--- config.mk ---
export PLATFORM = sky130hd
export DESIGN_NAME = system_control_coproc_regs
export DESIGN_NICKNAME = d
export VERILOG_FILES = /design/src/logic/sysctl_pkg.sv /design/src/logic/system_control_coproc_regs.sv
export VERILOG_INCLUDE_DIRS = /design/src /design/src/logic
export SDC_FILE = /design/constraint.sdc
export NUM_CORES = 1
export LEC_CHECK = 0
export BUFFER_PORTS_ARGS = -buffer_cell sky130_fd_sc_hd__buf_2
export CORE_ASPECT_RATIO = 0.75
export CORE_MARGIN = 3
export CORE_UTILIZATION = 47
export CTS_CLUSTER_DIAMETER = 60
export CTS_CLUSTER_SIZE = 28
export DETAILED_ROUTE_END_ITERATION = 8
export HOLD_SLACK_MARGIN = 0.02
export PLACE_DENSITY_LB_ADDON = 0.08
export SYNTH_ARGS = -nofsm -noshare
export SYNTH_HDL_FRONTEND = slang
export SYNTH_SLANG_ARGS = --single-unit
export TNS_END_PERCENT = 1
--- constraint.sdc ---
create_clock -name mclk -period 1.5 [get_ports mclk]
set_input_delay 0.225 -clock mclk [delete_from_list [all_inputs] [get_ports mclk]]
set_output_delay 0.225 -clock mclk [all_outputs]
set_load 0.005 [all_outputs]
--- src/logic/sysctl_consts.svh ---
// constants for the system control coprocessor register set
`ifndef SYSCTL_CONSTS_SVH
`define SYSCTL_CONSTS_SVH
// register numbers as carried in the coprocessor register field
`define CRN_IDENT 4'h0
`define CRN_CTRL 4'h1
`define CRN_TABLE_BASE 4'h2
`define CRN_DOMAIN 4'h3
`define CRN_RSVD4 4'h4
`define CRN_FAULT_STATUS 4'h5
`define CRN_FAULT_ADDR 4'h6
// secondary opcode selects inside register 0
`define OP2_IDENT 3'h0
`define OP2_CACHE 3'h1
// control register bit positions
`define CTRL_MMU 0
`define CTRL_ALIGN 1
`define CTRL_DCACHE 2
`define CTRL_ENDIAN 7
`define CTRL_SYSPROT 8
`define CTRL_ROMPROT 9
`define CTRL_ICACHE 12
`define CTRL_VECTOR 13
`define CTRL_RROBIN 14
`define CTRL_CLK_LO 30
`define CTRL_CLK_HI 31
// writable control bits, bits that always read one, reset value
`define CTRL_WMASK 32'hc000_7387
`define CTRL_FIXED 32'h0000_0078
`define CTRL_RESET 32'h0000_0000
// reset values of the other stored registers
`define TABLE_BASE_RESET 18'h0
`define DOMAIN_RESET 32'h0
`define FAULT_STATUS_RESET 8'h0
`define FAULT_ADDR_RESET 32'h0
`define READ_DATA_RESET 32'h0
// exception vector bases
`define VEC_LOW 32'h0000_0000
`define VEC_HIGH 32'hffff_0000
// table base pointer lies in 31:14
`define TABLE_BASE_LSB 14
// cache type word layout
`define CT_SEPARATE 24
`define CT_DGEO_LSB 12
`define CT_TYPE_LSB 25
// fault status layout
`define FAULT_DOM_LSB 4
`endif

--- src/logic/sysctl_pkg.sv ---
// types shared by the system control coprocessor register set
package sysctl_pkg;
    typedef enum logic [1:0] {
        clk_fast_bus = 2'h0,
        clk_sync = 2'h1,
        clk_reserved = 2'h2,
        clk_async = 2'h3
    } clock_mode_type;
    typedef enum logic [1:0] {
        dom_no_access = 2'h0,
        dom_client = 2'h1,
        dom_reserved = 2'h2,
        dom_manager = 2'h3
    } domain_access_type;
    typedef struct packed {
        logic valid;
        logic read;
        logic [3:0] crn;
        logic [2:0] op2;
        logic [31:0] wdata;
    } cp_req_type;
    typedef struct packed {
        logic data_valid;
        logic prefetch_valid;
        logic [3:0] status;
        logic [3:0] domain;
        logic [31:0] addr;
    } abort_type;
    typedef struct packed {
        logic mmu_en;
        logic align_en;
        logic dcache_en;
        logic big_endian;
        logic sys_prot;
        logic rom_prot;
        logic icache_en;
        logic roundrobin_select;
        clock_mode_type clock_mode;
        logic [31:0] vector_base;
        logic [17:0] table_base_pointer;
    } ctrl_out_type;
endpackage

--- src/logic/system_control_coproc_regs.sv ---
// system control coprocessor register bank of the processor core
// Function
// - id word: architecture, variant, implementor fields
// - register 0, opcode 1 reads cache type
// - cache type bit 24 reads one
// - cache type carries geometries and type code
// - control bit 1 enables alignment checking
// - control bit 7 selects big endian
// - control bit 13 selects high vectors
// - control bit 14 selects round robin
// - control bits 31:30 select clocking mode
// - control bits 8, 9 protection modifiers held
// - table base holds pointer in 31:14
// - undefined bits written zero, read anything
// - sixteen two-bit domain fields, domain 0 lowest
// - domain field: none, client, reserved, manager
// - data abort records type and domain
// - fault status write loads written data
// - fault address captured on data faults only
// - fault address write loads, read returns
// - register 0 opcode 0 reads id word
// - reset invalidates and disables instruction cache
`timescale 1ns/1ps
`include "sysctl_consts.svh"

module system_control_coproc_regs #(
    parameter logic [7:0] IMPLEMENTOR = 8'h5a, // arbitrary value
    parameter logic [3:0] VARIANT = 4'h7, // arbitrary value
    parameter logic [3:0] ARCH_CODE = 4'h3, // arbitrary value
    parameter logic [11:0] PART_NUMBER = 12'h123, // arbitrary value
    parameter logic [3:0] LAYOUT_REV = 4'h0, // arbitrary value
    parameter logic [11:0] INSTR_CACHE_GEOMETRY = 12'h000,
    parameter logic [11:0] DATA_CACHE_GEOMETRY = 12'h000,
    parameter logic [3:0] CACHE_TYPE_CODE = 4'h0,
    parameter int DOMAINS = 16
) (
    input wire logic mclk, // 200 MHz core clock
    input wire logic srst, // synchronous reset, active high
    input wire sysctl_pkg::cp_req_type cp_req, // coprocessor transfer
    input wire sysctl_pkg::abort_type abort_in, // abort report from mmu
    input wire logic [3:0] domain_query, // domain to look up
    output sysctl_pkg::domain_access_type domain_access, // its access kind
    output logic [31:0] cp_rdata, // read data
    output logic cp_rvalid, // read data valid pulse
    output sysctl_pkg::ctrl_out_type ctrl_out, // decoded controls
    output logic icache_invalidate // invalidate all instr lines
);

    ////////////////////////////////////////////////////////////////////
    // elaboration checks

    if (DOMAINS * 2 != 32)
    begin : g_dom_check
        $error("domain count must fill one 32-bit word");
    end

    ////////////////////////////////////////////////////////////////////
    // helpers

    // picks one two-bit domain field, domain 0 in the low bits
    function automatic sysctl_pkg::domain_access_type dom_field(
        input logic [31:0] dacr,
        input logic [3:0] idx
    );
        dom_field = sysctl_pkg::domain_access_type'(dacr[{idx, 1'b0} +: 2]);
    endfunction

    // true when the request writes the given register
    function automatic logic is_write(input sysctl_pkg::cp_req_type r, input logic [3:0] n);
        is_write = r.valid && !r.read && (r.crn == n);
    endfunction

    ////////////////////////////////////////////////////////////////////
    // state

    logic [31:0] ctrl_q;
    logic [31:0] ctrl_d;
    logic [17:0] table_base_q;
    logic [17:0] table_base_d;
    logic [31:0] dacr_q;
    logic [31:0] dacr_d;
    logic [7:0] fault_status_q;
    logic [7:0] fault_status_d;
    logic [31:0] fault_address_q;
    logic [31:0] fault_address_d;
    logic [31:0] rdata_q;
    logic [31:0] rdata_d;
    logic rvalid_q;
    logic rvalid_d;
    logic inval_q;
    logic inval_d;
    logic [31:0] ident_word;
    logic [31:0] cache_word;

    // fixed words of register 0
    assign ident_word = {IMPLEMENTOR, VARIANT, ARCH_CODE, PART_NUMBER, LAYOUT_REV};
    assign cache_word = {3'h0, CACHE_TYPE_CODE, 1'b1, DATA_CACHE_GEOMETRY,
                         INSTR_CACHE_GEOMETRY};

    ////////////////////////////////////////////////////////////////////
    // register writes and hardware capture

    // a data abort beats a software write in the same cycle so no fault is lost
    always_comb
    begin
        ctrl_d = ctrl_q;
        table_base_d = table_base_q;
        dacr_d = dacr_q;
        fault_status_d = fault_status_q;
        fault_address_d = fault_address_q;
        inval_d = 1'b0;
        // undefined control bits are never stored
        if (is_write(cp_req, `CRN_CTRL))
            ctrl_d = cp_req.wdata & `CTRL_WMASK;
        if (is_write(cp_req, `CRN_TABLE_BASE))
            table_base_d = cp_req.wdata[31:`TABLE_BASE_LSB];
        if (is_write(cp_req, `CRN_DOMAIN))
            dacr_d = cp_req.wdata;
        if (is_write(cp_req, `CRN_FAULT_STATUS))
            fault_status_d = cp_req.wdata[7:0];
        if (is_write(cp_req, `CRN_FAULT_ADDR))
            fault_address_d = cp_req.wdata;
        // prefetch faults leave both fault registers alone
        if (abort_in.data_valid)
        begin
            fault_status_d = {abort_in.domain, abort_in.status};
            fault_address_d = abort_in.addr;
        end
    end

    // register 0 and register 4 writes fall through with no effect
    always_ff @(posedge mclk)
    begin
        if (srst)
        begin
            ctrl_q <= `CTRL_RESET;
            table_base_q <= `TABLE_BASE_RESET;
            dacr_q <= `DOMAIN_RESET;
            fault_status_q <= `FAULT_STATUS_RESET;
            fault_address_q <= `FAULT_ADDR_RESET;
            inval_q <= 1'b1;
        end
        else
        begin
            ctrl_q <= ctrl_d;
            table_base_q <= table_base_d;
            dacr_q <= dacr_d;
            fault_status_q <= fault_status_d;
            fault_address_q <= fault_address_d;
            inval_q <= inval_d;
        end
    end

    ////////////////////////////////////////////////////////////////////
    // read path

    // one cycle read latency; register 4 and unmapped numbers read zero
    always_comb
    begin
        rvalid_d = cp_req.valid && cp_req.read;
        rdata_d = rdata_q;
        if (cp_req.valid && cp_req.read)
        begin
            case (cp_req.crn)
                `CRN_IDENT:
                    rdata_d = (cp_req.op2 == `OP2_CACHE) ? cache_word : ident_word;
                `CRN_CTRL:
                    rdata_d = (ctrl_q & `CTRL_WMASK) | `CTRL_FIXED;
                `CRN_TABLE_BASE:
                    rdata_d = {table_base_q, 14'h0};
                `CRN_DOMAIN:
                    rdata_d = dacr_q;
                `CRN_FAULT_STATUS:
                    rdata_d = {24'h0, fault_status_q};
                `CRN_FAULT_ADDR:
                    rdata_d = fault_address_q;
                default:
                    rdata_d = 32'h0;
            endcase
        end
    end

    always_ff @(posedge mclk)
    begin
        if (srst)
        begin
            rdata_q <= `READ_DATA_RESET;
            rvalid_q <= 1'b0;
        end
        else
        begin
            rdata_q <= rdata_d;
            rvalid_q <= rvalid_d;
        end
    end

    ////////////////////////////////////////////////////////////////////
    // outputs

    assign cp_rdata = rdata_q;
    assign cp_rvalid = rvalid_q;
    assign icache_invalidate = inval_q;
    assign domain_access = dom_field(dacr_q, domain_query);

    // decoded control fields for the mmu, caches and bus interface
    always_comb
    begin
        ctrl_out.mmu_en = ctrl_q[`CTRL_MMU];
        ctrl_out.align_en = ctrl_q[`CTRL_ALIGN];
        ctrl_out.dcache_en = ctrl_q[`CTRL_DCACHE];
        ctrl_out.big_endian = ctrl_q[`CTRL_ENDIAN];
        ctrl_out.sys_prot = ctrl_q[`CTRL_SYSPROT];
        ctrl_out.rom_prot = ctrl_q[`CTRL_ROMPROT];
        ctrl_out.icache_en = ctrl_q[`CTRL_ICACHE];
        ctrl_out.roundrobin_select = ctrl_q[`CTRL_RROBIN];
        ctrl_out.clock_mode = sysctl_pkg::clock_mode_type'(
            ctrl_q[`CTRL_CLK_HI:`CTRL_CLK_LO]);
        ctrl_out.vector_base = ctrl_q[`CTRL_VECTOR] ? `VEC_HIGH : `VEC_LOW;
        ctrl_out.table_base_pointer = table_base_q;
    end

    ////////////////////////////////////////////////////////////////////
    // assertions

    a_read_answers: assert property (@(posedge mclk) disable iff (srst)
        cp_req.valid && cp_req.read && cp_req.crn == `CRN_IDENT
        && cp_req.op2 == `OP2_IDENT |=> cp_rvalid && cp_rdata[31:24] == IMPLEMENTOR
        && cp_rdata[23:20] == VARIANT && cp_rdata[19:16] == ARCH_CODE)
        else $error("id word read wrong");

    a_cache_word: assert property (@(posedge mclk) disable iff (srst)
        cp_req.valid && cp_req.read && cp_req.crn == `CRN_IDENT
        && cp_req.op2 == `OP2_CACHE |=> cp_rvalid && cp_rdata[24]
        && cp_rdata[31:29] == 3'h0 && cp_rdata[11:0] == INSTR_CACHE_GEOMETRY)
        else $error("cache type word read wrong");

    a_table_roundtrip: assert property (@(posedge mclk) disable iff (srst)
        is_write(cp_req, `CRN_TABLE_BASE) ##1 (cp_req.valid && cp_req.read
        && cp_req.crn == `CRN_TABLE_BASE)
        |=> cp_rdata == {$past(cp_req.wdata[31:14], 2), 14'h0})
        else $error("table base read does not match write");

    a_pointer_out: assert property (@(posedge mclk) disable iff (srst)
        is_write(cp_req, `CRN_TABLE_BASE)
        |=> ctrl_out.table_base_pointer == $past(cp_req.wdata[31:14]))
        else $error("table pointer output not following write");

    a_ctrl_enables: assert property (@(posedge mclk) disable iff (srst)
        is_write(cp_req, `CRN_CTRL) |=> ctrl_out.mmu_en == $past(cp_req.wdata[0])
        && ctrl_out.align_en == $past(cp_req.wdata[1])
        && ctrl_out.dcache_en == $past(cp_req.wdata[2])
        && ctrl_out.icache_en == $past(cp_req.wdata[12]))
        else $error("enable bits not following control write");

    a_clock_mode: assert property (@(posedge mclk) disable iff (srst)
        is_write(cp_req, `CRN_CTRL)
        |=> ctrl_out.clock_mode == $past(cp_req.wdata[31:30]))
        else $error("clocking mode not following control write");

    a_vector_base: assert property (@(posedge mclk) disable iff (srst)
        is_write(cp_req, `CRN_CTRL) |=> ctrl_out.vector_base
        == ($past(cp_req.wdata[`CTRL_VECTOR]) ? 32'hffff_0000 : 32'h0000_0000))
        else $error("vector base not following control bit");

    a_fault_capture: assert property (@(posedge mclk) disable iff (srst)
        abort_in.data_valid |=> fault_status_q[7:4] == $past(abort_in.domain)
        && fault_status_q[3:0] == $past(abort_in.status)
        && fault_address_q == $past(abort_in.addr))
        else $error("data abort not recorded");

    a_prefetch_ignored: assert property (@(posedge mclk) disable iff (srst)
        abort_in.prefetch_valid && !abort_in.data_valid
        && !is_write(cp_req, `CRN_FAULT_ADDR) |=> $stable(fault_address_q))
        else $error("fault address changed on prefetch fault");

    a_status_restore: assert property (@(posedge mclk) disable iff (srst)
        is_write(cp_req, `CRN_FAULT_STATUS) && !abort_in.data_valid ##1 (cp_req.valid
        && cp_req.read && cp_req.crn == `CRN_FAULT_STATUS)
        |=> cp_rdata[7:0] == $past(cp_req.wdata[7:0], 2))
        else $error("fault status restore failed");

    a_address_restore: assert property (@(posedge mclk) disable iff (srst)
        is_write(cp_req, `CRN_FAULT_ADDR) && !abort_in.data_valid
        |=> fault_address_q == $past(cp_req.wdata))
        else $error("fault address restore failed");

    a_status_upper: assert property (@(posedge mclk) disable iff (srst)
        cp_req.valid && cp_req.read && cp_req.crn == `CRN_FAULT_STATUS
        |=> cp_rdata[31:8] == 24'h0)
        else $error("fault status upper bits not zero");

    a_read_pulse: assert property (@(posedge mclk) disable iff (srst)
        !(cp_req.valid && cp_req.read) |=> !cp_rvalid)
        else $error("read valid without a read");

    a_reset_state: assert property (@(posedge mclk)
        $fell(srst) |-> icache_invalidate && !ctrl_out.icache_en && !ctrl_out.mmu_en
        && !ctrl_out.dcache_en && ctrl_out.vector_base == 32'h0 ##1 !icache_invalidate)
        else $error("reset state wrong");

    a_domain_lookup: assert property (@(posedge mclk) disable iff (srst)
        is_write(cp_req, `CRN_DOMAIN) |=> domain_access
        == sysctl_pkg::domain_access_type'(2'($past(cp_req.wdata) >> {domain_query, 1'b0})))
        else $error("domain lookup wrong");

endmodule

==> impl_metrics.ini <==
[synthesis]
yosys.area_share.adder_pct = 0
yosys-mux-area-fraction_pct = 3.55
synth_top_cells_by_area = sky130_fd_sc_hd__dfxtp_1 (43%), sky130_fd_sc_hd__nand2_1 (10%), sky130_fd_sc_hd__a21oi_1 (5.4%), sky130_fd_sc_hd__a211oi_1 (5.2%), sky130_fd_sc_hd__a22o_1 (4.3%)
synth_cell_type_count = 36
yosys.area.top_type = sky130_fd_sc_hd__dfxtp_1
mappedNetlistArea_um2 = 6250
synth-warning-count = 0
synthDominantCellAreaShare_pct = 43.3
synth-simple-area-share_pct = 24.6
synth-edff-count = 0
synth_top_flop_cell = sky130_fd_sc_hd__dfxtp_1
synth_xor_area_share_pct = 0
synth_async_sr_flop_share_pct = 0
main_combinational_cell_family_by_area_after_synthesis = simple AND/OR/NAND/NOR gates
postSynthRegisterBits = 135
post_synth.cell_area_avg_um2 = 8.44
synth_cells = 740
sequential_element_share_of_the_synthesized_area_pct = 43.3
synth-compound-area-share_pct = 19.9

[global_routing]
use_met1_pct = 38.4
track_usage_pct = 26.7
grt_pass1_wl_mm = 31.8
maximum_number_of_pins_on_one_net_before_global_route_repair = 73
antenna_violations_before_repair = 0
global_route.usage.met2_pct = 40.6
use_met3_pct = 6.49
grt_overflow = 0
grt_pass1_vias = 5943
grt.busiest_layer = met2

[die]
rows = 35
height_of_the_die_um = 106
die_area_um2 = 14700
initial_core_util_pct = 49.5
ports = 185
die_width_um = 139
core_area_um2 = 12600

[setup_path]
cp.arrival_ps = 1730
critical_path.startpoint_type = flop
criticalPathCategory = flop to output pin
cp-end-kind = output pin
critical_path.max_fanout = 2
critical_path_required_ps = 1270

[routing]
wl_mm = 20.1
post_drt_via_cell_ratio = 5.78
first_pass_drt_iterations = 9
drt_first_iter_violations = 679
vias_post_dr = 6316
avgRoutedWirePerCell_um = 18.4
detailed_route_drc_error_count = 0
detail-route-antenna-nets = 0

[place]
placement.setup.worst_slack_ps = -205
dpl.hpwl_mm = 14.4
postPlaceCellArea_um2 = 7440
place.port_buffers = 167
gp_routability_congestion = 0.973

[clock_network]
clk_pin_slew_ps = 60
clk-insertion-delay-late_ps = 420
cts_buffers = 17
post-cts-setup-buffers = 0
h_tree_depth = 4
tritoncts = built
cts_root_buffer = sky130_fd_sc_hd__clkbuf_16
cts.path.max_buffers = 2
cts.sink_count = 135

[sta]
finalCriticalPeriod_ps = 1960
finalHoldViolCount = 0
timing.clock.skew_ps = 10.3
slew_at_the_pin_closest_to_its_max_slew_limit_ps = 509
finalSetupViolCount = 2
slew_headroom_pct = 66.1
fin_ws_ps = -459
finalCritPeriodShare_pct = 131
timing.final.max_slew_violations = 0
rsz0062_at_grt = yes
max_freq_mhz = 510

[final_layout]
finish.net_count = 1002
num_antenna_cells = 0
layout-drive-gt1-share_pct = 31.0
stdcell_area_um2 = 8040
fillCellCount = 1095
layout-area-overhead-vs-synth_pct = 28.7

[pwr]
total_power_density_per_cell_area_nw_per_um2 = 1070
p_total_uw = 8570
power_leakage_uw = 0.00365
ir_drop_mv = 0.989

[min_path]
min-delay-path-class = primary input to flop

[run_status]
status = complete, but fails checks
violated_checks = setup timing

[flow_run]
max_cap_viol_count = 0
==> power breakdown <==
group	total (uW)	internal [uW]	switching, uW
clock	4110	2490	1620
sequential	3740	3680	56.5
combinational	724	314	411
==> cell type report <==
class	count	area, um2	share of cell area [%]
Clock inverter	11	124	1.54
Multi-Input combinational cell	521	3100	38.5
Timing Repair Buffer	237	1450	18.1
Sequential cell	135	2710	33.7
Clock buffer	21	450	5.60
Tap cell	166	208	2.58
Inverter	1	3.75	0.0467
==> cells by family (layout without fill, tap and decap cells) <==
group | after synthesis | after routing
buf+inv | 99 | 270
other cells | 1 | 16
compound gates | 176 | 176
simple gates | 317 | 317
flops | 135 | 135
mux | 12 | 12
==> sequential cells by signal (all words and copies together), names as in the netlist <==
signal and count:
fault_status_q 8, fault_address_q 32, ctrl_q 11, table_base_q 18, cp_rdata 32, cp_rvalid 1, icache_invalidate 1, dacr_q 32
==> what timing repair did <==
item	4_1_cts	5_1_grt
hold buffers	1	0
endpoints found under the setup margin	2	18
pin swaps	2	0
gates resized for setup	4	1
endpoints found under the hold margin	1	0
==> synth_stat cells, types with 2 or more instances <==
| library cell | instances |
|---|---|
| sky130_fd_sc_hd__buf_1 | 2 |
| sky130_fd_sc_hd__mux2i_1 | 3 |
| sky130_fd_sc_hd__and3_1 | 41 |
| sky130_fd_sc_hd__a22oi_1 | 12 |
| sky130_fd_sc_hd__mux4_2 | 8 |
| sky130_fd_sc_hd__a211oi_1 | 43 |
| sky130_fd_sc_hd__a21oi_1 | 67 |
| sky130_fd_sc_hd__a22o_1 | 31 |
| sky130_fd_sc_hd__nor3_1 | 40 |
| sky130_fd_sc_hd__dfxtp_1 | 135 |
| sky130_fd_sc_hd__nor2_1 | 4 |
| sky130_fd_sc_hd__clkbuf_1 | 36 |
| sky130_fd_sc_hd__buf_4 | 34 |
| sky130_fd_sc_hd__buf_2 | 25 |
| sky130_fd_sc_hd__nand2_1 | 174 |
| sky130_fd_sc_hd__and2_1 | 3 |
| sky130_fd_sc_hd__nand2b_1 | 3 |
| sky130_fd_sc_hd__a222oi_1 | 18 |
| sky130_fd_sc_hd__and4bb_2 | 2 |
| sky130_fd_sc_hd__nor2b_1 | 43 |
==> per-stage QoR <==
step / TNS, ps / hold WS, ps / utilization (%) / cells
6_report: -870 / 61.6 / 63.8 / 1092
5_1_grt: -1010 / 56.0 / 63.8 / 1092
4_1_cts: -918 / 47.1 / 63.7 / 1092
3_5_place_dp: -17850 / 426 / 59.0 / 1059
3_3_place_gp: -14900 / 427 / 59.0 / 1059
2_1_floorplan: -466 / 253 / - / 755
==> layer usage <==
layer / vias up / wire (um)
li1: 2931 / -
met1: 2998 / 8980
met2: 362 / 8640
met3: 25 / 2180
met4: 0 / 263
met5: - / 0
==> path summary, 6_finish.rpt <==
| path | start | end | slack (ps) | cells after the start |
|---|---|---|---|---|
| setup / recovery | dacr_q[5]$_SDFFE_PP0P_ | domain_access[1] | -460 | 5 |
| hold / removal | cp_req[25] | table_base_q[11]$_SDFFE_PP0P_ | 60 | 3 |
| setup reg to reg | dacr_q[2]$_SDFFE_PP0P_ | cp_rdata[2]$_SDFFE_PP0P_ | 250 | 4 |
| hold reg to reg | ctrl_q[0]$_SDFFE_PP0P_ | ctrl_q[0]$_SDFFE_PP0P_ | 470 | 2 |
==> placed cells by master, fill, tap and decap left out, drive strengths merged, types with 21 or more instances in the layout <==
cell / count
buf: 236
nand2: 174
dfxtp: 135
a21oi: 67
a211oi: 43
nor2b: 43
and3: 41
nor3: 40
a22o: 31
clkbuf: 21
==> critical path, stage by stage (launching register included) <==
cell and delay (ps):
sky130_fd_sc_hd__dfxtp_2 340, sky130_fd_sc_hd__mux4_2 450, sky130_fd_sc_hd__nor2b_1 140, sky130_fd_sc_hd__a211oi_1 180, sky130_fd_sc_hd__a21oi_1 80, sky130_fd_sc_hd__buf_2 140
No activity file was read; power rests on OpenSTA's default activity.
